--- src/hdl/acr_params.svh ---
// Register offsets, field positions, reset values and timing counts of the converter result block
`ifndef ACR_PARAMS_SVH
`define ACR_PARAMS_SVH

`define ACR_OFF_RESULT_LOW   8'h78
`define ACR_OFF_RESULT_HIGH  8'h79
`define ACR_OFF_CONTROL_A    8'h7a
`define ACR_OFF_CONTROL_B    8'h7b
`define ACR_OFF_INPUT_SEL    8'h7c
`define ACR_OFF_INPUT_OFF    8'h7e

`define ACR_CA_ENABLE        7
`define ACR_CA_START         6
`define ACR_CA_AUTO          5
`define ACR_CA_DONE          4
`define ACR_CA_INT_EN        3
`define ACR_IS_LEFT          5

`define ACR_CB_WRITE_MASK    8'h07
`define ACR_RESET_BYTE       8'h00

`define ACR_CONV_CYCLES      8'h0d
`define ACR_FIRST_CYCLES     8'h19

`endif

--- src/hdl/acr_pkg.sv ---
// Types shared by the converter result block
package acr_pkg;

  typedef enum logic [2:0] {
    ACR_TRIG_FREE,
    ACR_TRIG_COMPARATOR,
    ACR_TRIG_EXT_IRQ0,
    ACR_TRIG_T0_MATCH,
    ACR_TRIG_T0_OVF,
    ACR_TRIG_MATCH_B,
    ACR_TRIG_T1_OVF,
    ACR_TRIG_T1_CAPTURE
  } acr_trig_t;

  typedef struct packed {
    logic [7:0] addr;
    logic [7:0] wdata;
    logic       wr;
    logic       rd;
  } acr_bus_t;

  typedef struct packed {
    logic       valid;
    logic [9:0] value;
  } acr_result_t;

endpackage

--- src/hdl/acr_trigger_edge.sv ---
// Auto-trigger source selection and rising-edge detection
`timescale 1ns/1ps
`default_nettype none
`include "acr_params.svh"

module acr_trigger_edge
  import acr_pkg::*;
(
  input  wire logic       clk,
  input  wire logic       rstSync_b,
  input  wire logic       autoEn,
  input  wire logic       convEnable,
  input  wire acr_trig_t  triggerSourceSel,
  input  wire logic [7:0] sourceFlags,
  output logic            triggerPulse
);

  logic selectedFlag;
  logic prevFlag;
  logic prevFree;

  // Source zero is the done flag; index directly by the select code
  assign selectedFlag = sourceFlags[triggerSourceSel];

  always_ff @(posedge clk or negedge rstSync_b)
  begin
    if (!rstSync_b)
    begin
      prevFlag <= 1'b0;
      prevFree <= 1'b1;
    end
    else
    begin
      prevFlag <= selectedFlag;
      prevFree <= (triggerSourceSel == ACR_TRIG_FREE);
    end
  end

  // A switch into free running alone gives no edge
  assign triggerPulse = autoEn && convEnable && selectedFlag && !prevFlag
                        && !((triggerSourceSel == ACR_TRIG_FREE) && !prevFree);

endmodule
`default_nettype wire

--- src/hdl/acr_converter_result.sv ---
// Converter result pair, alignment, auto-trigger control and input buffer disable
//
// Contract
// Finished conversion loads ten-bit result pair
// Low byte read locks pair until high
// Right aligned: high bits9:8, low bits7:0
// Left aligned: high bits9:2, low bits1:0 top
// Software reads low byte before high
// Software writes zero to control B bit7
// Trigger field works only with auto enable
// Rising edge of selected flag starts conversion
// Switching to set source gives edge
// Switching to free running gives no trigger
// Trigger codes map to eight fixed sources
// Disable bit turns pin buffer off
// Disabled pin reads zero in pin register
// Software disables buffers on analog-only pins
// Result bytes read-only, zero after reset
// Alignment change re-presents held result immediately
// Done flag sets when result updates
// Auto enable bit enables hardware triggers
// Clearing enable aborts running conversion
// Result finishing during lock is discarded
//
// Implementation choice: the plain strobed port.
`timescale 1ns/1ps
`default_nettype none
`include "acr_params.svh"

module acr_converter_result
  import acr_pkg::*;
(
  input  wire logic       clk,
  input  wire logic       rst_b,
  input  wire logic [7:0] busAddr,
  input  wire logic [7:0] busWdata,
  input  wire logic       busWr,
  input  wire logic       busRd,
  output logic [7:0]      busRdata,
  input  wire logic [9:0] sampleValue,
  input  wire logic       comparatorFlag,
  input  wire logic       extIrq0Flag,
  input  wire logic       t0MatchFlag,
  input  wire logic       t0OverflowFlag,
  input  wire logic       matchBFlag,
  input  wire logic       t1OverflowFlag,
  input  wire logic       t1CaptureFlag,
  input  wire logic [7:0] padLevel,
  output logic [7:0]      pinInput,
  output logic [7:0]      pinBufferOff,
  output logic            convBusy,
  output logic            convEnableOut
);

  logic        rstMeta_b;
  logic        rstSync_b;
  acr_bus_t    bus;
  acr_result_t done;
  logic [9:0]  heldResult;
  logic        readLock;
  logic        convEnable;
  logic        startReq;
  logic        autoEn;
  logic        doneFlag;
  logic [1:0]  prescaleSel;
  logic        intEnable;
  logic [7:0]  inputSel;
  acr_trig_t   triggerSourceSel;
  logic [7:0]  pinBufferOffBits;
  logic        firstConv;
  logic [7:0]  cycleCount;
  logic        triggerPulse;
  logic [7:0]  sourceFlags;

  logic        leftAlign;
  logic [7:0]  resultHighView;
  logic [7:0]  resultLowView;
  logic [7:0]  controlAView;
  logic [7:0]  controlBView;
  logic [7:0]  next_busRdata;
  logic        wrControlA;
  logic        wrControlB;
  logic        wrInputSel;
  logic        wrInputOff;
  logic        rdLow;
  logic        rdHigh;
  logic        startNow;
  logic        finishNow;
  logic        doneClear;

  always_ff @(posedge clk or negedge rst_b)
  begin
    if (!rst_b)
    begin
      rstMeta_b <= 1'b0;
      rstSync_b <= 1'b0;
    end
    else
    begin
      rstMeta_b <= 1'b1;
      rstSync_b <= rstMeta_b;
    end
  end

  assign bus = '{addr: busAddr, wdata: busWdata, wr: busWr, rd: busRd};

  assign wrControlA = bus.wr && (bus.addr == `ACR_OFF_CONTROL_A);
  assign wrControlB = bus.wr && (bus.addr == `ACR_OFF_CONTROL_B);
  assign wrInputSel = bus.wr && (bus.addr == `ACR_OFF_INPUT_SEL);
  assign wrInputOff = bus.wr && (bus.addr == `ACR_OFF_INPUT_OFF);
  assign rdLow      = bus.rd && (bus.addr == `ACR_OFF_RESULT_LOW);
  assign rdHigh     = bus.rd && (bus.addr == `ACR_OFF_RESULT_HIGH);

  assign leftAlign = inputSel[`ACR_IS_LEFT];

  // Views are combinational from the held value, so alignment acts at once
  assign resultHighView = leftAlign ? heldResult[9:2] : {6'h00, heldResult[9:8]};
  assign resultLowView  = leftAlign ? {heldResult[1:0], 6'h00} : heldResult[7:0];

  assign controlAView = {convEnable, convBusy, autoEn, doneFlag, intEnable, 1'b0, prescaleSel};
  // Reserved bit 7 and unused bits read zero
  assign controlBView = {5'h00, triggerSourceSel};

  assign next_busRdata =
      (bus.addr == `ACR_OFF_RESULT_LOW)  ? resultLowView :
      (bus.addr == `ACR_OFF_RESULT_HIGH) ? resultHighView :
      (bus.addr == `ACR_OFF_CONTROL_A)   ? controlAView :
      (bus.addr == `ACR_OFF_CONTROL_B)   ? controlBView :
      (bus.addr == `ACR_OFF_INPUT_SEL)   ? inputSel :
      (bus.addr == `ACR_OFF_INPUT_OFF)   ? pinBufferOffBits :
                                           `ACR_RESET_BYTE;

  assign sourceFlags = {t1CaptureFlag, t1OverflowFlag, matchBFlag, t0OverflowFlag,
                        t0MatchFlag, extIrq0Flag, comparatorFlag, doneFlag};

  acr_trigger_edge u_trigger
  (
    .clk              (clk),
    .rstSync_b        (rstSync_b),
    .autoEn           (autoEn),
    .convEnable       (convEnable),
    .triggerSourceSel (triggerSourceSel),
    .sourceFlags      (sourceFlags),
    .triggerPulse     (triggerPulse)
  );

  assign startNow  = convEnable && !convBusy
                     && (triggerPulse || startReq);
  assign finishNow = convBusy && convEnable && (cycleCount == 8'h01);
  assign done      = '{valid: finishNow, value: sampleValue};
  assign doneClear = wrControlA && bus.wdata[`ACR_CA_DONE];

  always_ff @(posedge clk or negedge rstSync_b)
  begin
    if (!rstSync_b)
      busRdata <= `ACR_RESET_BYTE;
    else if (bus.rd)
      busRdata <= next_busRdata;
    else
      busRdata <= `ACR_RESET_BYTE;
  end

  // Lock starts on a low read and ends on a high read
  always_ff @(posedge clk or negedge rstSync_b)
  begin
    if (!rstSync_b)
      readLock <= 1'b0;
    else if (rdHigh)
      readLock <= 1'b0;
    else if (rdLow)
      readLock <= 1'b1;
  end

  always_ff @(posedge clk or negedge rstSync_b)
  begin
    if (!rstSync_b)
      heldResult <= 10'h000;
    else if (done.valid && !readLock)
      heldResult <= done.value;
  end

  always_ff @(posedge clk or negedge rstSync_b)
  begin
    if (!rstSync_b)
      doneFlag <= 1'b0;
    else if (done.valid && !readLock)
      doneFlag <= 1'b1;
    else if (doneClear)
      doneFlag <= 1'b0;
  end

  always_ff @(posedge clk or negedge rstSync_b)
  begin
    if (!rstSync_b)
    begin
      convEnable  <= 1'b0;
      autoEn      <= 1'b0;
      intEnable   <= 1'b0;
      prescaleSel <= 2'h0;
    end
    else if (wrControlA)
    begin
      convEnable  <= bus.wdata[`ACR_CA_ENABLE];
      autoEn      <= bus.wdata[`ACR_CA_AUTO];
      intEnable   <= bus.wdata[`ACR_CA_INT_EN];
      prescaleSel <= bus.wdata[1:0];
    end
  end

  always_ff @(posedge clk or negedge rstSync_b)
  begin
    if (!rstSync_b)
      startReq <= 1'b0;
    else
      startReq <= wrControlA && bus.wdata[`ACR_CA_START] && bus.wdata[`ACR_CA_ENABLE];
  end

  always_ff @(posedge clk or negedge rstSync_b)
  begin
    if (!rstSync_b)
      triggerSourceSel <= ACR_TRIG_FREE;
    else if (wrControlB)
      triggerSourceSel <= acr_trig_t'(3'(bus.wdata & `ACR_CB_WRITE_MASK));
  end

  always_ff @(posedge clk or negedge rstSync_b)
  begin
    if (!rstSync_b)
      inputSel <= `ACR_RESET_BYTE;
    else if (wrInputSel)
      inputSel <= bus.wdata;
  end

  always_ff @(posedge clk or negedge rstSync_b)
  begin
    if (!rstSync_b)
      pinBufferOffBits <= `ACR_RESET_BYTE;
    else if (wrInputOff)
      pinBufferOffBits <= bus.wdata;
  end

  // Conversion timer; the first one after enable is longer
  always_ff @(posedge clk or negedge rstSync_b)
  begin
    if (!rstSync_b)
    begin
      convBusy   <= 1'b0;
      cycleCount <= 8'h00;
      firstConv  <= 1'b1;
    end
    else if (!convEnable)
    begin
      convBusy   <= 1'b0;
      cycleCount <= 8'h00;
      firstConv  <= 1'b1;
    end
    else if (startNow)
    begin
      convBusy   <= 1'b1;
      cycleCount <= firstConv ? `ACR_FIRST_CYCLES : `ACR_CONV_CYCLES;
      firstConv  <= 1'b0;
    end
    else if (convBusy)
    begin
      cycleCount <= cycleCount - 8'h01;
      convBusy   <= !finishNow;
    end
  end

  genvar gi;
  generate
    for (gi = 0; gi < 8; gi++)
    begin : g_pin
      always_ff @(posedge clk or negedge rstSync_b)
      begin
        if (!rstSync_b)
        begin
          pinInput[gi]     <= 1'b0;
          pinBufferOff[gi] <= 1'b0;
        end
        else
        begin
          pinBufferOff[gi] <= pinBufferOffBits[gi];
          pinInput[gi]     <= pinBufferOffBits[gi] ? 1'b0 : padLevel[gi];
        end
      end
    end
  endgenerate

  always_ff @(posedge clk or negedge rstSync_b)
  begin
    if (!rstSync_b)
      convEnableOut <= 1'b0;
    else
      convEnableOut <= convEnable;
  end
endmodule
`default_nettype wire

--- config.mk ---
export PLATFORM = sky130hd
export DESIGN_NAME = acr_converter_result
export DESIGN_NICKNAME = d
export VERILOG_FILES = /design/src/hdl/acr_pkg.sv /design/src/hdl/acr_trigger_edge.sv /design/src/hdl/acr_converter_result.sv
export VERILOG_INCLUDE_DIRS = /design/src /design/src/hdl
export SDC_FILE = /design/constraint.sdc
export NUM_CORES = 1
export LEC_CHECK = 0
export BUFFER_PORTS_ARGS = -buffer_cell sky130_fd_sc_hd__buf_4
export CAP_MARGIN = 20
export CORE_UTILIZATION = 30
export CTS_BUF_LIST = sky130_fd_sc_hd__clkbuf_16
export DETAILED_ROUTE_END_ITERATION = 8
export HOLD_SLACK_MARGIN = 0.12
export PLACE_DENSITY = 0.55
export SLEW_MARGIN = 20
export SYNTH_ARGS = -nofsm -noshare
export SYNTH_HDL_FRONTEND = slang
export SYNTH_SLANG_ARGS = --single-unit
--- constraint.sdc ---
create_clock -name clk -period 3.24 [get_ports clk]
set_input_delay 0 -clock clk [delete_from_list [all_inputs] [get_ports clk]]
set_output_delay 0 -clock clk [all_outputs]
set_load 0.03 [all_outputs]
### Word-level counts from Yosys, hierarchy flattened

Index checks and enable logic that the tools add are counted.

| storage, ports and cells | value |
|---|---|
| word-level logic and storage cells | 108 |
| output and inout bits | 26 |
| register bits | 76 |
| input bits | 45 |

| operators by class | value |
|---|---|
| add/subtract/negate cells | 1 |
| muxes and demuxes | 32 |
| equality and inequality tests | 9 |
| reduce and logical (&&, ||, !) cells | 29 |
| magnitude comparators | 1 |

Operator list:

| kind | number |
|---|---|
| 2-to-1 mux 8 bit | 12 |
| == test 8 x 7 -> 1 bit, second input constant | 6 |
| logical AND 1 bit | 19 |
| 2-to-1 mux 1 bit | 18 |
| == test 8 x 1 -> 1 bit, second input constant | 1 |
| subtractor 8 x 1 -> 8 bit, second input constant | 1 |
| logical NOT 1 bit | 6 |
| 2-to-1 mux 5 bit | 1 |
| less-than comparator 3 x 4 -> 1 bit, second input constant | 1 |
| nonzero test 2 bit | 2 |
| binary-select mux 1 bit (select 3 bit) | 1 |
| logical NOT 3 bit | 1 |
| inequality test 3 x 2 -> 1 bit, second input constant | 1 |
| inequality test 2 x 1 -> 1 bit, second input constant | 1 |
| logical OR 1 bit | 1 |

### Logic depth before layout (Yosys ltp)

Gate-level depths: netlist (run 1).

| depth | value |
|---|---|
| depth after elaboration | 9 |
| mapped depth | 7 |
| gate-level depth less buffers | 7 |

### Hierarchy

Synthesis (run 1) repeated with hierarchy kept, for this count alone.

| second synthesis, totals | value |
|---|---|
| cells, all modules | 286 |
| area, all modules | 3455.8 um^2 |

By module, submodules not included:

| module | area each (um^2) | instances | seq. area each (um^2) | cells each |
|---|---|---|---|---|
| acr_converter_result | 3280.6 | 1 | 1853.0 | 267 |
| acr_trigger_edge | 175.2 | 1 | 51.3 | 19 |

### Worst setup path before layout (run 1)

OpenSTA, ideal clock, no wires.

| timing | value |
|---|---|
| kind | register to register |
| start point | register convBusy |
| end point | register heldResult[1] |
| stages on the path, launching flop included | 6 |
| period minus slack after synthesis | 1.826 ns |
| arrival time | 1.701 ns |
| library setup time | 0.125 ns |
| setup slack | 1.414 ns |
| path through | dfrtp_1 > clkbuf_1 > nand2_1 > or3_1 > buf_2 > mux2_2 |

| between the ends | value |
|---|---|
| cells in the longest elaborated chain, start to end | 3 |

Ends and longest elaborated chain:

| item | RTL line | text |
|---|---|---|
| start, declared | acr_converter_result.sv:51 | `output logic convBusy,` |
| start signal, assigned | acr_converter_result.sv:266 | `convBusy <= !finishNow;` |
| logical AND 1 bit (2 in a row) | acr_converter_result.sv:149 | `assign finishNow = convBusy && convEnable && (cycleCount == 8'h01);` |
| logical AND 1 bit | acr_converter_result.sv:178 | `else if (done.valid && !readLock)` |
| end signal, assigned | acr_converter_result.sv:179 | `heldResult <= done.value;` |
| end, declared | acr_converter_result.sv:59 | `logic [9:0] heldResult;` |

No other way between the ends.
A chain may end at the register's enable or synchronous reset.

### Worst setup path after layout (run 1)

| timing | value |
|---|---|
| start point | register convBusy |
| end point | register heldResult[2] |

The elaborated chain is that of the path after synthesis.

==> impl_metrics.ini, run 1 <==
[run_status]
status = completed

[critical_path]
endpoint_kind = flip-flop
worstSetupPathType = reg2reg
reg2reg_depth = 3
crit_path_max_fanout = 19
reg2reg_to = heldResult[2]$_DFFE_PN0P_
arrival_ns = 2.23
rrSetupSlack_ns = 1.23
crit_required_ns = 3.46
crit_path_start_kind = flip-flop
timing.rr.start = convBusy$_DFF_PN0_

[yosys]
synthTopCellsByArea = dfrtp_1 54%, mux2_2 9.5%, mux2_4 3.5%
yosysUniqueCellTypes = 50
async_reset_ff_share_pct = 100
avgSynthCellArea_um2 = 11.8
synth_commonest_cells = 74 x dfrtp_1, 29 x mux2_2, 20 x nand2_1, 19 x nor2b_1, 16 x nor2_1
synth_area_mm2 = 0.00344
yosysMostFrequentCell = dfrtp_1
synth-seq-cells = 76
synth_top_area_cell = dfrtp_1
synth_top_area_share_pct = 53.9
syn_inst = 291
synth_edf_count = 0
yosysWarnings = 0
seq_area_frac_synth_pct = 55.4
syn_nets = 338
synth_flop_cell = dfrtp_1

[sta]
slew_viol_final = 0
min_period_over_period_pct = 62.1
finalSetupTns_ns = 0
clock_skew_ns = 0.00678
rsz0062_at_grt = false
worst_slew_pin_slew_ns = 0.811
relSlewSlack_pct = 46.0
fin_hold_ws_ns = 0.120
fin_crit_ns = 2.01
hold_viol = 0
fmax_mhz = 497
finalSetupViolations = 0

[routing]
num_vias = 2639
viasPerCell = 4.89
routedWlPerCell_um = 15.2
drtIter0Drc = 140
wl_um = 8230
drc = 0
drtPass1Iterations = 4
ant_nets = 0

[clock_tree]
cts_made_buffers = 9
cts_root_buf = clkbuf_16
insertion_delay_ns = 0.33
cts_tree = yes
clkTransAtPathRegs_ns = 0.06
cts.sinks = 76
post_cts_resized = 0
clockBufferDepth = 2
cts_htree_levels = 3

[place]
io_buffers = 70
place_area_mm2 = 0.00411
place_hpwl_um = 5970
place.gp.congestion = 0.838

[power]
ir_drop_mv = 0.285
cellPowerDensity_mw_per_mm2 = 590
power_leakage_nw = 2.19

[floorplan]
initial_core_util_pct = 31.3
die_x_um = 109
io_pins = 71
num_rows = 38
die-area_mm2 = 0.0119
fp.dieH_um = 109
core-area_mm2 = 0.0110

[global_routing]
grt_max_degree = 40
grt_pass1_vias = 2749
grtUsageTotal_pct = 15.4
grt_remaining_overflow = 0
antenna_found_initial = 0
grt_pass1_wl_um = 13800

[layout]
nNetsFinal = 442
area_growth_pct = 38.1
postLayoutCellArea_mm2 = 0.00475
antenna_cells = 0
drive_gt1_share_pct = 32.8

[min_path]
hold_path_depth = 4
min_from = t1OverflowFlag
worstHoldEndpoint = u_trigger.prevFlag$_DFF_PN0_
hold_path_class = in2reg

[flow_run]
cap_viol_max_count = 0
registers in the layout, indices dropped and copies added, names as in the netlist:
register            count
convEnableOut           1
busRdata                8
firstConv               1
intEnable               1
convBusy                1
rstSync_b               1
convEnable              1
triggerSourceSel        3
autoEn                  1
inputSel                8
startReq                1
pinBufferOffBits        8
cycleCount              8
readLock                1
doneFlag                1
prescaleSel             2
pinInput                8
rstMeta_b               1
heldResult             10
pinBufferOff            8
u_trigger.prevFlag      1
u_trigger.prevFree      1
repair_timing:
| item | in CTS | in global routing |
|---|---|---|
| hold endpoints to repair | 56 | 0 |
| setup buffers | 0 | 0 |
| hold buffers | 32 | 0 |
layer usage:
| layer | vias up | routed length (um) | global-route usage [%] |
|---|---|---|---|
| met1 | 1303 | 3770 | 20.1 |
| met4 | 0 | 133 | 6.18 |
| met5 | - | 0 | 0 |
| met3 | 11 | 327 | 2.99 |
| met2 | 61 | 4000 | 25.0 |
| li1 | 1264 | - | - |
how the worst max path moves through the flow:
stage	startpoint	to	slack (ns)	cells past startpoint
after detailed placement	convBusy$_DFF_PN0_	heldResult[2]$_DFFE_PN0P_	1.22	3
after floorplan	rstSync_b$_DFF_PN0_	autoEn$_DFFE_PN0N_	0.97	0
after global placement	convBusy$_DFF_PN0_	heldResult[3]$_DFFE_PN0P_	1.33	3
after CTS	convBusy$_DFF_PN0_	heldResult[2]$_DFFE_PN0P_	1.20	3
after global routing	convBusy$_DFF_PN0_	heldResult[4]$_DFFE_PN0P_	1.07	3
final	convBusy$_DFF_PN0_	heldResult[2]$_DFFE_PN0P_	1.23	3
report_power, final:
group	internal, mW	leakage [nW]	switching (mW)	total, mW
combinational	0.277	1.07	0.229	0.506
sequential	1.08	0.973	0.150	1.23
clock	0.671	0.153	0.392	1.06
layout make-up:
class	count	area, um^2
Fill cell	1034	6240
Sequential cell	76	1910
Multi-Input combinational cell	199	1460
Timing Repair Buffer	103	866
Clock buffer	9	225
Tap cell	140	175
Clock inverter	7	92.6
Inverter	6	22.5
through the flow:
stage / setup slack (ns) / total power, mW / std cells / util (%)
after global routing: 1.07 / 2.94 / 540 / 43.2
after CTS: 1.20 / 2.83 / 540 / 43.2
final: 1.23 / 2.80 / 540 / 43.2
after global placement: 1.33 / 1.71 / 492 / 37.4
after floorplan: 0.970 / 1.55 / 291 / -
after detailed placement: 1.22 / 1.73 / 492 / 37.4
worst max-delay path: stages, from the launching register on:
cell and delay (ns):
dfrtp_1 0.71, nand2_1 0.25, or3_1 0.58, mux2_2 0.35
placed cells by master (no fill, tap or decap), types with 2 or more instances in the layout:
master         count
clkinvlp_4         2
o21ai_0            9
or2_2              2
nor3_1             5
dlygate4sd3_1     32
dfstp_2            2
a32o_1             3
nor3b_1            3
nand3_1            8
mux2i_1            9
xor2_1             2
and3_1             5
a21oi_1            7
dfrtp_1           73
nand4_1            4
a22oi_1            7
inv_1              6
nand2_1           20
mux2_4             8
clkbuf_16          9
ha_1               2
a221oi_1           2
buf_4             70
bufinv_16          2
nor2b_1           19
a31oi_1            3
or3_1              3
mux2_2            29
nand2b_1           4
o22ai_1           10
nor2_1            16
kinds of logic (layout without fill, tap and decap cells):
kind of cell    Yosys count  in the layout  synth area share [%]
flops                    76             76                  55.4
simple gates             96             96                  15.1
mux                      46             46                  15.6
other cells               1              1                 0.109
buf+inv                  16            125                  2.11
compound gates           51             51                  10.2
fa+ha+maj                 2              2                 0.728
xor+xnor                  3              3                 0.765
No activity file was read; power rests on OpenSTA's default activity.
==> inputs of run 2 (changes only) <==
ABC_AREA = 1   (was unset)
PLACE_DENSITY = 0.57   (was 0.55)
clock period = 1.8 ns   (was 3.24 ns; I/O delays follow)
==> run 2 against run 1 <==
Compared with the run above: die area decreased by 0.28%; critical endpoint is now heldResult[8]$_DFFE_PN0P_; cell count up 17%; first-iteration DRC count fell by 7.9%; global-route usage is 0.74 points lower; clock power increased by 71%; area after synthesis is 0.29% lower; maximum frequency up 29%; clock skew grew 0.0054 ns.
==> impl_metrics.ini, run 2 <==
[yosys]
seq_area_frac_synth_pct = 55.6
synth_flop_cell = dfrtp_1
synth_top_area_cell = dfrtp_1
yosysUniqueCellTypes = 34
yosysWarnings = 0
syn_nets = 426
synth_area_mm2 = 0.00343
synth-seq-cells = 76
synth_commonest_cells = 93 x nand2_1, 74 x dfrtp_1, 50 x inv_1, 28 x o21ai_0, 26 x nor2_1
synthTopCellsByArea = dfrtp_1 54%, nand2_1 10%, inv_1 5.5%
synth_top_area_share_pct = 54.0
async_reset_ff_share_pct = 100
syn_inst = 379
yosysMostFrequentCell = nand2_1
avgSynthCellArea_um2 = 9.04
synth_edf_count = 0

[power]
cellPowerDensity_mw_per_mm2 = 851
p_int_mw = 2.96
seq_power_share_pct = 45.3
ir_drop_mv = 0.470
combPwrFrac_pct = 9.8
switching_power_mw = 1.07
clockPowerShare_pct = 44.9
power_leakage_nw = 2.44
p_total_mw = 4.03
sw_frac_of_total_pct = 26.5

[critical_path]
endpoint_kind = flip-flop
worstSetupPathType = reg2reg
path_buf_inv = 1
crit_chain = inv_1, ha_1, nand3_1, nor2_4, nand3b_4, mux2_4
rrSetupSlack_ns = 0.24
worst_path_max_delay_cell = dfrtp_1
crit_path_start_kind = flip-flop
cpPeakStageDelay_ns = 0.38
crit_required_ns = 2.02
crit_path_max_fanout = 14
crit_family = simple AND/OR/NAND/NOR gates
arrival_ns = 1.78

[floorplan]
die-area_mm2 = 0.0119
die_x_um = 109
initial_core_util_pct = 31.2
fp.dieH_um = 109
io_pins = 71
core-area_mm2 = 0.0110
num_rows = 38

[layout]
n_fill_cell = 1085
regMostFlops = heldResult
drive_gt1_share_pct = 24.7
antenna_cells = 0
area_growth_pct = 38.3
final_common_cell = nand2_1
largest_reg_flops = 10
postLayoutCellArea_mm2 = 0.00474
layout_common_cells = 93 x nand2_1, 73 x dfrtp_1, 71 x buf_4, 50 x inv_1, 33 x dlygate4sd3_1
nNetsFinal = 536

[sta]
fin_crit_ns = 1.56
min_period_over_period_pct = 86.4
hold_viol = 0
clock_skew_ns = 0.0122
slew_viol_final = 0
rsz0062_at_grt = false
relSlewSlack_pct = 66.7
finalSetupViolations = 0
fmax_mhz = 643
worst_slew_pin_slew_ns = 0.498
finalSetupTns_ns = 0

[clock_tree]
clockBufferDepth = 2
insertion_delay_ns = 0.34
cts_htree_levels = 3
cts_root_buf = clkbuf_16
cts.sinks = 76
cts_made_buffers = 9
cts_tree = yes
post_cts_resized = 0
clkTransAtPathRegs_ns = 0.06

[global_routing]
grt_remaining_overflow = 0
grt_pass1_wl_um = 13200
grt_max_degree = 75
grt_pass1_vias = 2788
antenna_found_initial = 0
grtUsageTotal_pct = 14.7

[routing]
wl_um = 7900
ant_nets = 0
drtIter0Drc = 129
drtPass1Iterations = 4
viasPerCell = 4.47
num_vias = 2831
routedWlPerCell_um = 12.5
drc = 0

[place]
place.gp.congestion = 0.820
io_buffers = 70
place_area_mm2 = 0.00411
place_hpwl_um = 5840

[run_status]
status = completed

[flow_run]
cap_viol_max_count = 0

[min_path]
hold_path_class = in2reg
==> run 2: cell types whose count changed after synthesis, moves of 7 or more <==
cell,change
nor2_1,+10
a22oi_1,-7
o21ai_0,+19
inv_1,+45
mux2i_1,-9
o21ai_1,+14
nand2_1,+73
nor2b_1,-19
mux2_2,-25
==> run 2: worst register-to-register path, stage by stage (launching register included) <==
cell,delay [ns]
dfrtp_1,0.38
inv_1,0.10
ha_1,0.15
nand3_1,0.11
nor2_4,0.15
nand3b_4,0.21
mux2_4,0.35
==> run 2: power by group through the flow <==
| stage | clock network [mW] | registers [mW] | logic, mW |
|---|---|---|---|
| CTS | 1.85 | 1.83 | 0.401 |
| global placement | 0 | 1.86 | 0.340 |
| finish | 1.81 | 1.83 | 0.394 |
| global route | 1.91 | 1.84 | 0.443 |
| detailed placement | 0 | 1.86 | 0.345 |
| floorplan | 0 | 1.91 | 0.132 |
==> run 2: timing repair <==
action                                 CTS  global route
setup buffers                            0             0
endpoints found under the hold margin   54             0
hold buffers                            33             0
==> run 2: per-stage QoR <==
stage / instances / hold slack, ns / utilization, % / worst slack [ns]
6_report: 634 / 0.127 / 43.2 / 0.244
5_1_grt: 634 / 0.168 / 43.2 / 0.165
4_1_cts: 634 / 0.123 / 43.2 / 0.241
3_5_place_dp: 585 / -0.213 / 37.4 / 0.249
3_3_place_gp: 585 / -0.218 / 37.4 / 0.295
2_1_floorplan: 379 / -0.296 / - / 0.308
==> run 2: cells by family (layout without fill, tap and decap cells) <==
family | after synthesis | in the layout | synth area share, %
simple gates | 159 | 159 | 21.2
mux | 7 | 7 | 2.63
flops | 76 | 76 | 55.6
xor+xnor | 5 | 5 | 1.28
other cells | 1 | 1 | 0.109
fa+ha+maj | 2 | 2 | 0.730
buf+inv | 62 | 177 | 7.56
compound gates | 67 | 67 | 11.0
==> run 2: final cells by class <==
| class | count | area (um^2) | area share [%] |
|---|---|---|---|
| Sequential cell | 76 | 1910 | 40.2 |
| Clock buffer | 9 | 225 | 4.75 |
| Inverter | 56 | 210 | 4.44 |
| Timing Repair Buffer | 105 | 883 | 18.6 |
| Tap cell | 140 | 175 | 3.70 |
| Clock inverter | 7 | 76.3 | 1.61 |
| Multi-Input combinational cell | 241 | 1260 | 26.7 |
==> run 2: path summary, 6_finish.rpt <==
check                                     startpoint                            to  depth (start not counted)
setup reg to reg           cycleCount[1]$_DFFE_PN0P_     heldResult[8]$_DFFE_PN0P_                          6
setup / recovery           cycleCount[1]$_DFFE_PN0P_     heldResult[8]$_DFFE_PN0P_                          6
hold reg to reg                  rstSync_b$_DFF_PN0_         pinInput[4]$_DFF_PN0_                          1
hold / removal                            matchBFlag  u_trigger.prevFlag$_DFF_PN0_                          6
max in group asynchronous        rstSync_b$_DFF_PN0_  u_trigger.prevFree$_DFF_PN1_                          1
min in group asynchronous        rstSync_b$_DFF_PN0_         pinInput[4]$_DFF_PN0_                          1
==> run 2: metal layers <==
layer,global-route usage [%],vias to the layer above,share of wire (%)
met1,18.6,1331,45
met5,0,-,0
li1,-,1438,-
met3,3.65,5,4.2
met2,24.7,57,50
met4,4.05,0,0.62
==> inputs of run 3 (changes only) <==
CELL_PAD_IN_SITES_DETAIL_PLACEMENT = 0   (was unset)
CELL_PAD_IN_SITES_GLOBAL_PLACEMENT = 1   (was unset)
PLACE_DENSITY = 0.7   (was 0.57)
==> run 3 against run 2 <==
Compared with the run above: global-route usage is 0.92 points higher; maximum frequency decreased by 1.7%; worst setup slack got worse by 0.028 ns; register-to-register slack got worse by 0.03 ns; utilization fell by 0.15 points; largest cell class unchanged; combinational power decreased by 1%; hold slack better by 0.011 ns.
==> impl_metrics.ini, run 3 (synthesized netlist as in run 2, its figures left out) <==
[run_status]
status = completed

[power]
ir_drop_mv = 0.496
p_total_mw = 4.12
power_leakage_nw = 2.43
cellPowerDensity_mw_per_mm2 = 872
clockPowerShare_pct = 45.9
p_int_mw = 3.18
switching_power_uw = 935
sw_frac_of_total_pct = 22.7
seq_power_share_pct = 44.6
combPwrFrac_pct = 9.5

[floorplan]
die_x_um = 109
fp.dieH_um = 109
io_pins = 71
initial_core_util_pct = 31.2
num_rows = 38
die-area_mm2 = 0.0119
core-area_mm2 = 0.0110

[critical_path]
crit_path_start_kind = flip-flop
reg2reg_depth = 6
endpoint_kind = flip-flop
arrival_ns = 1.79
timing.rr.start = cycleCount[1]$_DFFE_PN0P_
crit_required_ns = 2.01
reg2reg_to = heldResult[8]$_DFFE_PN0P_
rrSetupSlack_ns = 0.22
worstSetupPathType = reg2reg
crit_path_max_fanout = 14

[place]
io_buffers = 70
place_inst = 585
place.gp.congestion = 0.789
dp_slack_ns = 0.233
place_hpwl_um = 6090
place_area_mm2 = 0.00411

[sta]
rsz0062_at_grt = false
hold_viol = 0
finalSetupViolations = 0
fmax_mhz = 632
min_period_over_period_pct = 88.0
fin_crit_ns = 1.58
final.setup.worst_slack_ns = 0.217
slew_viol_final = 0
finalSetupTns_ns = 0
fin_hold_ws_ns = 0.137
clock_skew_ns = 0.0101

[clock_tree]
clkTransAtPathRegs_ns = 0.06
post_cts_resized = 0
cts_root_buf = clkbuf_16
cts.sinks = 76
post_cts_buffers = 0
cts_tree = yes
cts_made_buffers = 9
clockBufferDepth = 2
insertion_delay_ns = 0.33
cts_htree_levels = 3

[global_routing]
grt_pass1_wl_um = 13900
grt_max_degree = 48
grt_remaining_overflow = 0
grtUsageTotal_pct = 15.6
antenna_found_initial = 0
grt_pass1_vias = 2880

[routing]
wl_um = 8250
drtPass1Iterations = 4
viasPerCell = 4.54
num_vias = 2864
routedWlPerCell_um = 13.1
drc = 0
drtIter0Drc = 104
ant_nets = 0

[layout]
final_util_pct = 43.0
drive_gt1_share_pct = 24.4
regMostFlops = heldResult
antenna_cells = 0
largest_reg_flops = 10
final_common_cell = nand2_1
stdcell_count = 631
postLayoutCellArea_mm2 = 0.00472
area_growth_pct = 37.8
nNetsFinal = 533
layout_common_cells = 93 x nand2_1, 73 x dfrtp_1, 71 x buf_4, 51 x inv_1, 30 x dlygate4sd3_1

[flow_run]
cap_viol_max_count = 0

[min_path]
hold_path_class = in2reg
min_from = t0OverflowFlag
worstHoldEndpoint = u_trigger.prevFlag$_DFF_PN0_
hold_path_depth = 6
-- run 3: layout make-up --
class,instances,area [um^2]
multi-input cells,241,1260
fillers,1107,6260
repair buffers,102,853
clock buffers,9,225
well taps,140,175
clock inverters,7,90.1
inverters,56,210
flip-flops and latches,76,1910
-- run 3: worst max path at each step --
stage	from	end	slack, ns	depth (start not counted)
after detailed placement	cycleCount[1]$_DFFE_PN0P_	heldResult[7]$_DFFE_PN0P_	0.23	6
after global placement	cycleCount[1]$_DFFE_PN0P_	heldResult[6]$_DFFE_PN0P_	0.30	6
after floorplan	convBusy$_DFF_PN0_	heldResult[6]$_DFFE_PN0P_	0.31	5
after CTS	cycleCount[1]$_DFFE_PN0P_	heldResult[8]$_DFFE_PN0P_	0.20	6
final	cycleCount[1]$_DFFE_PN0P_	heldResult[8]$_DFFE_PN0P_	0.22	6
after global routing	triggerSourceSel[0]$_DFFE_PN0P_	cycleCount[4]$_DFFE_PN0P_	0.07	12
-- run 3: critical path, cell delays in order (launching register included) --
cell and delay (ns):
dfrtp_1 0.38, inv_1 0.10, ha_1 0.15, nand3_1 0.11
nor2_4 0.15, nand3b_4 0.20, mux2_4 0.35
-- run 3: power groups by stage --
stage / combinational (mW) / sequential, mW / clock (mW)
after global placement: 0.339 / 1.87 / 0
after CTS: 0.395 / 1.84 / 1.94
after detailed placement: 0.343 / 1.87 / 0
final: 0.389 / 1.84 / 1.89
after global routing: 0.435 / 1.85 / 2.01
after floorplan: 0.132 / 1.91 / 0
-- run 3: what timing repair did --
item,CTS,global route
hold buffers,30,0
endpoints found under the setup margin,0,0
hold endpoints to repair,53,0
-- run 3: per-layer routing --
layer | share of wire, % | global-route usage [%]
met4 | 1.3 | 4.83
met2 | 46 | 25.0
met5 | 0 | 0
met3 | 5.2 | 4.18
met1 | 47 | 20.4
